==> src/design/pmd_regs.svh <==
// Contract
// - on-chip program rom is one contiguous region from 0000 up to 3fff.
// - a fetch above the selected on-chip limit is served from external program memory.
// - a three-bit code selects 0, 1, 2, 4, 8 or 16 kB; codes 110 and 111 are invalid.
// - after reset the code selects the full 16 kB on-chip limit.
// - the code changes only through a timed-access protected write.
// - a new code applies to the very next fetch, even the current one's successor.
// - the limit can be lowered and raised again at run time.
// - the zero code sends the whole 64 kB program space off-chip.
// - external fetches put the low address on port zero and the high byte on port two.
// - while the ports serve as memory bus they are not general-purpose io.
// - force_external_fetch_n low sends every fetch off-chip, whatever the code.
// - each external fetch drives program_store_strobe_n low.
// - the 1 kB data sram never serves program fetches.
// - the 256-byte scratchpad is separate from the data sram, with no overlap.
`ifndef PMD_REGS_SVH
`define PMD_REGS_SVH
`define PMD_ROM_LIMIT_SELECT_ADDR 8'hc2
`define PMD_PROT_KEY_ADDR         8'hc7
`define PMD_STATUS_ADDR           8'hc3
`define PMD_KEY_FIRST             8'haa
`define PMD_KEY_SECOND            8'h55
`define PMD_KEY_WINDOW            3'h3
`define PMD_CODE_RESET            3'h5
`define PMD_CODE_LSB              0
`define PMD_CODE_MSB              2
`define PMD_ROM_TOP               16'h3fff
`endif

==> src/design/pmd_pkg.sv <==
`default_nettype none
package pmd_pkg;
  typedef logic [2:0]  pmd_code_t;
  typedef logic [15:0] pmd_addr_t;
  typedef enum logic [1:0]
  {
    PMD_KEY_IDLE = 2'b00,
    PMD_KEY_HALF = 2'b01,
    PMD_KEY_OPEN = 2'b11
  } pmd_key_state_t;
endpackage
`default_nettype wire

==> src/design/pmd_key_guard.sv <==
`include "pmd_regs.svh"
`default_nettype none
module pmd_key_guard
(
  input  wire logic       ref_clk,   // core clock
  input  wire logic       rst_b,     // async reset, active low
  input  wire logic       clk_en,    // state freeze when low
  input  wire logic       key_wr,    // write to key register
  input  wire logic [7:0] key_data,  // key write data
  input  wire logic       used,      // protected write consumed the window
  output logic            open       // protected write allowed
);
  import pmd_pkg::*;
  pmd_key_state_t st_r;
  pmd_key_state_t st_nxt;
  logic [2:0]     cnt_r;
  logic [2:0]     cnt_nxt;
  // two-byte key opens a short window
  always_comb
  begin
    st_nxt  = st_r;
    cnt_nxt = cnt_r;
    unique case (st_r)
      PMD_KEY_IDLE:
        if (key_wr && key_data == `PMD_KEY_FIRST)
        begin
          st_nxt  = PMD_KEY_HALF;
          cnt_nxt = `PMD_KEY_WINDOW;
        end
      PMD_KEY_HALF:
        if (key_wr)
        begin
          st_nxt  = (key_data == `PMD_KEY_SECOND) ? PMD_KEY_OPEN : PMD_KEY_IDLE;
          cnt_nxt = `PMD_KEY_WINDOW;
        end
        else if (cnt_r == 3'h0)
          st_nxt = PMD_KEY_IDLE;
        else
          cnt_nxt = cnt_r - 3'h1;
      PMD_KEY_OPEN:
        if (used || cnt_r == 3'h0)
          st_nxt = PMD_KEY_IDLE;
        else
          cnt_nxt = cnt_r - 3'h1;
      default:
        st_nxt = PMD_KEY_IDLE;
    endcase
  end
  assign open = (st_r == PMD_KEY_OPEN);
  // state registers
  always_ff @(posedge ref_clk or negedge rst_b)
  begin
    if (!rst_b)
    begin
      st_r  <= PMD_KEY_IDLE;
      cnt_r <= 3'h0;
    end
    else if (clk_en)
    begin
      st_r  <= st_nxt;
      cnt_r <= cnt_nxt;
    end
  end
endmodule
`default_nettype wire

==> src/design/pmd_limit_decode.sv <==
`include "pmd_regs.svh"
`default_nettype none
module pmd_limit_decode
(
  input  wire logic [2:0]  code,      // limit code
  input  wire logic [15:0] addr,      // fetch address
  input  wire logic        force_n,   // synchronised external-access level
  output logic             on_chip    // fetch served internally
);
  import pmd_pkg::*;
  logic [15:0] top;
  logic        has_rom;
  // code to top on-chip address
  always_comb
  begin
    has_rom = 1'b1;
    unique case (code)
      3'h1: top = 16'h03ff;
      3'h2: top = 16'h07ff;
      3'h3: top = 16'h0fff;
      3'h4: top = 16'h1fff;
      3'h5: top = `PMD_ROM_TOP;
      default:
      begin
        top     = 16'h0000;
        has_rom = 1'b0;
      end
    endcase
  end
  // compare, pin overrides everything
  assign on_chip = force_n && has_rom && (addr <= top);
endmodule
`default_nettype wire

==> src/design/pmd_program_memory_decode.sv <==
`include "pmd_regs.svh"
`default_nettype none
module pmd_program_memory_decode
(
  input  wire logic        ref_clk,                  // 40 MHz core clock
  input  wire logic        rst_b,                    // async reset, active low
  input  wire logic        clk_en,                   // freezes all state when low
  input  wire logic [7:0]  reg_addr,                 // register address
  input  wire logic [7:0]  reg_wdata,                // register write data
  input  wire logic        reg_wr,                   // write strobe
  input  wire logic        reg_rd,                   // read strobe
  output logic      [7:0]  reg_rdata,                // read data, cycle after strobe
  input  wire logic        fetch_req,                // fetch request from core
  input  wire logic [15:0] fetch_addr,               // fetch address
  input  wire logic [7:0]  rom_data,                 // on-chip rom data, same cycle
  output logic      [7:0]  fetch_data,               // fetched byte
  output logic             fetch_done,               // fetched byte valid pulse
  output logic             fetch_was_external,       // last fetch went off-chip
  input  wire logic        force_external_fetch_n,   // pin, low forces off-chip
  output logic             program_store_strobe_n,   // external program strobe
  output logic      [7:0]  port_zero_addr_data_o,    // port zero drive value
  output logic             port_zero_addr_data_oe_n, // port zero enable, low drives
  input  wire logic [7:0]  port_zero_addr_data_i,    // port zero pin level
  output logic      [7:0]  port_two_high_addr,       // port two high address
  output logic             ext_bus_busy,             // ports held as memory bus
  input  wire logic [7:0]  gpio_zero_out,            // port zero io value
  input  wire logic        gpio_zero_oe_n,           // port zero io enable
  input  wire logic [7:0]  gpio_two_out              // port two io value
);
  import pmd_pkg::*;

  // pin synchronisers
  logic       ea_s1_r;
  logic       ea_s2_r;
  logic [7:0] p0_s1_r;
  logic [7:0] p0_s2_r;
  always_ff @(posedge ref_clk or negedge rst_b)
  begin
    if (!rst_b)
    begin
      ea_s1_r <= 1'b1;
      ea_s2_r <= 1'b1;
      p0_s1_r <= 8'h00;
      p0_s2_r <= 8'h00;
    end
    else if (clk_en)
    begin
      ea_s1_r <= force_external_fetch_n;
      ea_s2_r <= ea_s1_r;
      p0_s1_r <= port_zero_addr_data_i;
      p0_s2_r <= p0_s1_r;
    end
  end

  // register decode
  wire sel_limit = (reg_addr == `PMD_ROM_LIMIT_SELECT_ADDR);
  wire sel_key   = (reg_addr == `PMD_PROT_KEY_ADDR);
  wire sel_stat  = (reg_addr == `PMD_STATUS_ADDR);
  wire key_open;
  wire limit_wr  = reg_wr && sel_limit && key_open;
  wire code_ok   = (reg_wdata[`PMD_CODE_MSB:`PMD_CODE_LSB] <= 3'h5);

  pmd_key_guard u_key
  (
    .ref_clk  (ref_clk),
    .rst_b    (rst_b),
    .clk_en   (clk_en),
    .key_wr   (reg_wr && sel_key),
    .key_data (reg_wdata),
    .used     (reg_wr && sel_limit),
    .open     (key_open)
  );

  // limit code, reset to 16 kB
  pmd_code_t code_r;
  always_ff @(posedge ref_clk or negedge rst_b)
  begin
    if (!rst_b)
      code_r <= `PMD_CODE_RESET;
    else if (clk_en && limit_wr && code_ok)
      code_r <= reg_wdata[`PMD_CODE_MSB:`PMD_CODE_LSB];
  end

  // decode uses the live code: a write applies to the next fetch
  wire on_chip;
  pmd_limit_decode u_dec
  (
    .code    (code_r),
    .addr    (fetch_addr),
    .force_n (ea_s2_r),
    .on_chip (on_chip)
  );

  // external fetch sequencer; the data phase runs three cycles so that the
  // byte has passed both pin synchroniser stages before it is taken
  typedef enum logic [2:0]
  {
    PMD_EXT_IDLE = 3'b000,
    PMD_EXT_ADDR = 3'b001,
    PMD_EXT_DATA = 3'b011,
    PMD_EXT_HOLD = 3'b010,
    PMD_EXT_TAKE = 3'b110
  } pmd_ext_state_t;
  pmd_ext_state_t ext_r;
  pmd_ext_state_t ext_nxt;
  pmd_addr_t      addr_r;

  always_comb
  begin
    ext_nxt = ext_r;
    unique case (ext_r)
      PMD_EXT_IDLE: if (fetch_req && !on_chip) ext_nxt = PMD_EXT_ADDR;
      PMD_EXT_ADDR: ext_nxt = PMD_EXT_DATA;
      PMD_EXT_DATA: ext_nxt = PMD_EXT_HOLD;
      PMD_EXT_HOLD: ext_nxt = PMD_EXT_TAKE;
      PMD_EXT_TAKE: ext_nxt = PMD_EXT_IDLE;
      default:      ext_nxt = PMD_EXT_IDLE;
    endcase
  end

  wire start_int = (ext_r == PMD_EXT_IDLE) && fetch_req && on_chip;
  wire in_ext    = (ext_nxt != PMD_EXT_IDLE);

  // bus pins and fetch result, all registered
  always_ff @(posedge ref_clk or negedge rst_b)
  begin
    if (!rst_b)
    begin
      ext_r                    <= PMD_EXT_IDLE;
      addr_r                   <= 16'h0000;
      fetch_data               <= 8'h00;
      fetch_done               <= 1'b0;
      fetch_was_external       <= 1'b0;
      program_store_strobe_n   <= 1'b1;
      port_zero_addr_data_o    <= 8'h00;
      port_zero_addr_data_oe_n <= 1'b1;
      port_two_high_addr       <= 8'h00;
      ext_bus_busy             <= 1'b0;
    end
    else if (clk_en)
    begin
      ext_r        <= ext_nxt;
      fetch_done   <= start_int || (ext_r == PMD_EXT_TAKE);
      ext_bus_busy <= in_ext;
      if (ext_r == PMD_EXT_IDLE && fetch_req)
      begin
        addr_r             <= fetch_addr;
        fetch_was_external <= !on_chip;
      end
      if (start_int)
        fetch_data <= rom_data;
      else if (ext_r == PMD_EXT_TAKE)
        fetch_data <= p0_s2_r;
      // low address on port zero, then release for data
      if (ext_nxt == PMD_EXT_ADDR)
      begin
        port_zero_addr_data_o    <= fetch_addr[7:0];
        port_zero_addr_data_oe_n <= 1'b0;
        port_two_high_addr       <= fetch_addr[15:8];
      end
      else if (in_ext)
      begin
        port_zero_addr_data_oe_n <= 1'b1;
        port_two_high_addr       <= addr_r[15:8];
      end
      else
      begin
        port_zero_addr_data_o    <= gpio_zero_out;
        port_zero_addr_data_oe_n <= gpio_zero_oe_n;
        port_two_high_addr       <= gpio_two_out;
      end
      program_store_strobe_n <= !(in_ext && ext_nxt != PMD_EXT_ADDR);
    end
  end

  // read data, one cycle after strobe; no scratchpad or data sram aliases in here
  wire [7:0] rd_mux = sel_limit ? {5'h00, code_r} :
                      sel_stat  ? {5'h00, key_open, !ea_s2_r, fetch_was_external} :
                      8'h00;
  always_ff @(posedge ref_clk or negedge rst_b)
  begin
    if (!rst_b)
      reg_rdata <= 8'h00;
    else if (clk_en)
      reg_rdata <= reg_rd ? rd_mux : 8'h00;
  end
endmodule
`default_nettype wire

==> config.mk <==
export PLATFORM = sky130hd
export DESIGN_NAME = pmd_program_memory_decode
export DESIGN_NICKNAME = d
export VERILOG_FILES = /design/src/design/pmd_pkg.sv /design/src/design/pmd_key_guard.sv /design/src/design/pmd_limit_decode.sv /design/src/design/pmd_program_memory_decode.sv
export VERILOG_INCLUDE_DIRS = /design/src /design/src/design
export SDC_FILE = /design/constraint.sdc
export NUM_CORES = 1
export LEC_CHECK = 0
export ABC_AREA = 1
export ABC_CLOCK_PERIOD_IN_PS = 3690
export BUFFER_PORTS_ARGS = -buffer_cell sky130_fd_sc_hd__clkbuf_2
export CAP_MARGIN = 20
export CORE_ASPECT_RATIO = 0.6
export CORE_UTILIZATION = 29
export CTS_BUF_LIST = sky130_fd_sc_hd__clkbuf_8 sky130_fd_sc_hd__clkbuf_16
export DETAILED_ROUTE_END_ITERATION = 8
export GPL_ROUTABILITY_DRIVEN = 1
export GPL_TIMING_DRIVEN = 0
export PLACE_DENSITY = 0.6
export SYNTH_ARGS = -nofsm -noshare
export SYNTH_HDL_FRONTEND = slang
export SYNTH_SLANG_ARGS = --single-unit
export TNS_END_PERCENT = 100
==> constraint.sdc <==
create_clock -name ref_clk -period 3.69 [get_ports ref_clk]
set_clock_uncertainty 0.2 [all_clocks]
set_input_delay 0.5535 -clock ref_clk [delete_from_list [all_inputs] [get_ports ref_clk]]
set_output_delay 0.5535 -clock ref_clk [all_outputs]
set_load 0.02 [all_outputs]
==> report_table.html <==
<table>
<tr><th>Metric</th><th>Value</th></tr>
<tr><th colspan="2">Detailed routing</th></tr>
<tr><td>First DRT Iteration DRCs</td><td>~230</td></tr>
<tr><td>Drt total wl</td><td>10.22 mm</td></tr>
<tr><td>Count of unresolved DRC violations after routing</td><td>0</td></tr>
<tr><td>First drt pass iteration count</td><td>5</td></tr>
<tr><td>Routed vias</td><td>3,495</td></tr>
<tr><td>Via density per instance</td><td>4.452</td></tr>
<tr><td>Routed len/inst</td><td>13.02 µm</td></tr>
<tr><td>Post-route antenna net violation count</td><td>0</td></tr>
<tr><th colspan="2">Timing</th></tr>
<tr><td>Slew margin rel.</td><td>~50%</td></tr>
<tr><td>Final critical delay including setup and external delays</td><td>just over 3000 ps</td></tr>
<tr><td>Final slew viol count</td><td>0</td></tr>
<tr><td>Upper clock frequency limit</td><td>0.3299 GHz</td></tr>
<tr><td>Worst Hold Margin</td><td>203.0 ps</td></tr>
<tr><td>Total negative slack</td><td>0 ps</td></tr>
<tr><td>RSZ-0062 raised after global routing</td><td>false</td></tr>
<tr><td>Final number of setup-violating endpoints</td><td>0</td></tr>
<tr><td>Final hold violation count</td><td>0</td></tr>
<tr><td>Slew at the pin closest to its max-slew limit</td><td>750.8 ps</td></tr>
<tr><td>Final period utilization</td><td>82.15%</td></tr>
<tr><th colspan="2">Hold path</th></tr>
<tr><td>Classification of the worst-slack hold path</td><td>primary input to flop</td></tr>
<tr><th colspan="2">Worst setup path</th></tr>
<tr><td>Critical path endpoint category</td><td>flop</td></tr>
<tr><td>Setup CP Type</td><td>flop to flop</td></tr>
<tr><td>Slack of the worst reg-to-reg path</td><td>~660 ps</td></tr>
<tr><td>Top Family by Delay on Critical Path</td><td>simple AND/OR/NAND/NOR gates</td></tr>
<tr><td>Delay of the slowest cell on the worst path</td><td>roughly 560 ps</td></tr>
<tr><td>Arrival time of data at the critical path endpoint</td><td>3100 ps</td></tr>
<tr><td>Startpoint type of the worst setup path</td><td>flop</td></tr>
<tr><td>CP Cell Sequence</td><td>inv_1 &gt; nand2_2 &gt; nand3_4 &gt; inv_2 &gt; ha_1 &gt; a21oi_1 &gt; o21ai_0 &gt; a221oi_1 &gt; nand2_1 &gt; nand2_2 &gt; nand2_4 &gt; nor2_4 &gt; buf_6 &gt; nand2_1 &gt; o21ai_1 &gt; nand2_1 &gt; nand2_1</td></tr>
<tr><td>Critical Path Fanout Max</td><td>10</td></tr>
<tr><td>Required @ worst endpoint</td><td>around 3800 ps</td></tr>
<tr><td>Library cell appearing most often on the critical path</td><td>nand2_1</td></tr>
<tr><td>Slowest-stage cell, CP</td><td>dfstp_2</td></tr>
<tr><td>Buffers &amp; Inverters on Critical Path</td><td>3</td></tr>
<tr><th colspan="2">Global route</th></tr>
<tr><td>All-layer global routing usage</td><td>between 10% and 20%</td></tr>
<tr><td>Global-route congestion overflow total</td><td>0</td></tr>
<tr><td>Met1 demand-to-capacity share in global routing</td><td>24.02%</td></tr>
<tr><td>Global-route wire length before repair</td><td>16.87 mm</td></tr>
<tr><td>Busiest grt layer</td><td>met1</td></tr>
<tr><td>Largest net degree at the start of global routing</td><td>64</td></tr>
<tr><td>Met3 track utilization from global routing</td><td>~4.7%</td></tr>
<tr><td>Via count of the first global-routing pass</td><td>about 3,400</td></tr>
<tr><td>Global-route met2 utilization</td><td>22.53%</td></tr>
<tr><td>Initial antenna violation count</td><td>0</td></tr>
<tr><th colspan="2">Die</th></tr>
<tr><td>Die footprint</td><td>13,540 µm²</td></tr>
<tr><td>Area inside the core boundary</td><td>12,370 µm²</td></tr>
<tr><td>Io pins</td><td>109</td></tr>
<tr><td>Starting density of the core</td><td>a little under a third</td></tr>
<tr><td>Die Width</td><td>149.5 µm</td></tr>
<tr><td>Number of core rows</td><td>31</td></tr>
<tr><td>DIE HEIGHT</td><td>roughly 91 µm</td></tr>
<tr><th colspan="2">Flow run</th></tr>
<tr><td>Number of violations of the max-capacitance limit</td><td>0</td></tr>
<tr><th colspan="2">Clocking</th></tr>
<tr><td>Root buf cell</td><td>clkbuf_16</td></tr>
<tr><td>Post-cts resize count</td><td>0</td></tr>
<tr><td>Clock-pin slew reported for the worst setup and hold paths after clock tree synthesis</td><td>60 ps</td></tr>
<tr><td>Clock buffers created by TritonCTS</td><td>9</td></tr>
<tr><td>H-tree depth</td><td>3</td></tr>
<tr><td>Insertion delay to the later sink of the worst-skew pair</td><td>340 ps</td></tr>
<tr><td>CTS tree</td><td>done</td></tr>
<tr><td>Clk sinks</td><td>slightly below 70</td></tr>
<tr><td>Maximum clock path buffer count</td><td>2</td></tr>
<tr><th colspan="2">Layout</th></tr>
<tr><td>Ant. Diodes</td><td>0</td></tr>
<tr><td>Sequential cell area</td><td>roughly 1700 µm²</td></tr>
<tr><td>FILL cells</td><td>1,264</td></tr>
<tr><td>Post-route design area</td><td>4936 µm²</td></tr>
<tr><td>Area occupied by multi-input gates</td><td>1689 µm²</td></tr>
<tr><td>Layout cell share with drive strength beyond 1</td><td>24.68%</td></tr>
<tr><td>Total Nets Final</td><td>700</td></tr>
<tr><td>Area delta synth-&gt;final</td><td>30.33%</td></tr>
<tr><th colspan="2">Pwr</th></tr>
<tr><td>Total leakage power</td><td>2.686 nW</td></tr>
<tr><td>Power, Total</td><td>3.325 mW</td></tr>
<tr><td>Worst IR Drop VDD</td><td>0.2267 mV</td></tr>
<tr><td>Power per cell area</td><td>673.7 nW/µm²</td></tr>
<tr><th colspan="2">Logic synthesis</th></tr>
<tr><td>Total of warnings raised by yosys</td><td>0</td></tr>
<tr><td>Synth Cell Area</td><td>3787 µm²</td></tr>
<tr><td>Syn Inst Count</td><td>495</td></tr>
<tr><td>Syn avg cell area</td><td>7.651 µm²</td></tr>
<tr><td>Fraction of the yosys area taken by sequential cells</td><td>between 40% and 50%</td></tr>
<tr><td>Cell variety after synth</td><td>37</td></tr>
<tr><td>Synthesis-stage register bit count</td><td>~70</td></tr>
<tr><th colspan="2">Placed design</th></tr>
<tr><td>Routability congestion estimate</td><td>0.8073</td></tr>
<tr><td>Number of I/O port buffers</td><td>103</td></tr>
<tr><td>HPWL Detailed</td><td>7.970 mm</td></tr>
<tr><td>Total cell area at the placement stage</td><td>between 4000 and 5000 µm²</td></tr>
<tr><th colspan="2">Run status</th></tr>
<tr><td>Outcome</td><td>finished clean</td></tr>
</table>
cell type report:
type | instances | area share, %
Sequential cell | 69 | 35.13
Tap cell | 165 | 4.183
Clock buffer | 9 | 4.563
Multi-Input combinational cell | 339 | 34.22
Inverter | 75 | 5.754
Timing Repair Buffer | 105 | 11.25
Buffer | 16 | 1.926
Clock inverter | 7 | 2.966
power breakdown:
| part | total [mW] | leakage (nW) | internal [mW] | switching, mW |
|---|---|---|---|---|
| combinational | 1.11 | 1.67 | 0.367 | 0.741 |
| clock | 1.08 | 0.180 | 0.733 | 0.342 |
| sequential | 1.14 | 0.839 | 1.01 | 0.134 |
| total | 3.33 | 2.69 | 2.11 | 1.22 |
metal layers:
metal  routed length [µm]  part of all wire (%)
met1                 5444                    53
met2                 4087                    40
met3                  636                   6.2
met4                   54                  0.53
met5                    0                     0
flip-flops by register name, indices dropped and copies added (netlist names), 2 cells and up:
register and flops:
addr_r 8, code_r 3, ext_r 3, fetch_data 8
p0_s1_r 8, p0_s2_r 8, port_two_high_addr 8, port_zero_addr_data_o 8
reg_rdata 3, u_key.cnt_r 3, u_key.st_r 2
through the flow:
stage	setup slack [ps]	util, %	instances
after floorplan	1060	-	499
after global placement	749.2	36.57	767
after detailed placement	676.7	36.81	768
after CTS	654.0	39.89	785
after global routing	449.6	39.89	785
final	658.5	39.89	785
final timing paths:
path	start	endpoint	depth (start not counted)
worst min-delay path	force_external_fetch_n	ea_s1_r	3
worst max register to register	code_r[2]	fetch_data[7]	17
worst max-delay path	code_r[2]	fetch_data[7]	17
min in group asynchronous	rst_b	port_two_high_addr[2]	2
worst min register to register	ea_s1_r	ea_s1_r	2
max in group asynchronous	rst_b	program_store_strobe_n	3
layout by cell type (no fill, tap or decap), types with 6 or more instances in the layout:
cell type and count:
clkbuf_1 8, dfrtp_1 63, dfstp_2 6, o21ai_0 52
nand3_1 19, clkbuf_2 102, a21oi_1 13, nand4_1 14
inv_1 70, nor2_1 20, clkbuf_16 9, nand2_1 166
ha_1 13
synthesized netlist by cell type (all sizes together):
| library cell | count | share of area [%] |
|---|---|---|
| o2111ai | 1 | 0.23 |
| o211ai | 2 | 0.40 |
| a21oi | 13 | 1.7 |
| dfrtp | 63 | 42 |
| nand2 | 174 | 18 |
| buf | 8 | 1.7 |
| dfstp | 6 | 4.2 |
| ha | 13 | 4.3 |
| o21ai | 56 | 7.4 |
| nand3 | 21 | 3.4 |
| or2 | 2 | 0.33 |
| o22ai | 2 | 0.33 |
| nor4 | 3 | 0.50 |
| a22o | 1 | 0.23 |
| clkinv | 2 | 0.20 |
| clkbuf | 8 | 0.79 |
| nor3 | 3 | 0.40 |
| conb | 1 | 0.099 |
| xor2 | 1 | 0.23 |
| a221oi | 1 | 0.23 |
| inv | 73 | 7.3 |
| nand4 | 14 | 2.3 |
| a32o | 1 | 0.26 |
| nor2 | 25 | 3.4 |
| a211oi | 1 | 0.20 |
worst register-to-register path: cells and delay by family (launching register included):
kind,cells,cell delay (ps)
adder cells (fa/ha/maj),1,270
AO/OA/AOI/OAI,4,590
AND/OR/NAND/NOR,9,920
flip-flops,1,560
buffers and inverters,3,410
timing repair:
| action | 4_1_cts | 5_1_grt |
|---|---|---|
| endpoints found under the hold margin | 5 | 0 |
| setup buffers | 0 | 0 |
| hold buffers | 1 | 0 |
cells by family (layout without fill, tap and decap cells):
logic type	after synthesis	after routing	share of synthesized area (%)
buffers and inverters	91	212	10.01
other	1	5	0.09901
DFF	69	69	45.79
xor gates and xnor gates	1	1	0.2313
and+or+nand+nor	242	242	28.58
AOI/OAI and AO/OA	78	78	11.00
adders and majority gates	13	13	4.295
No activity file was read; power rests on OpenSTA's default activity.
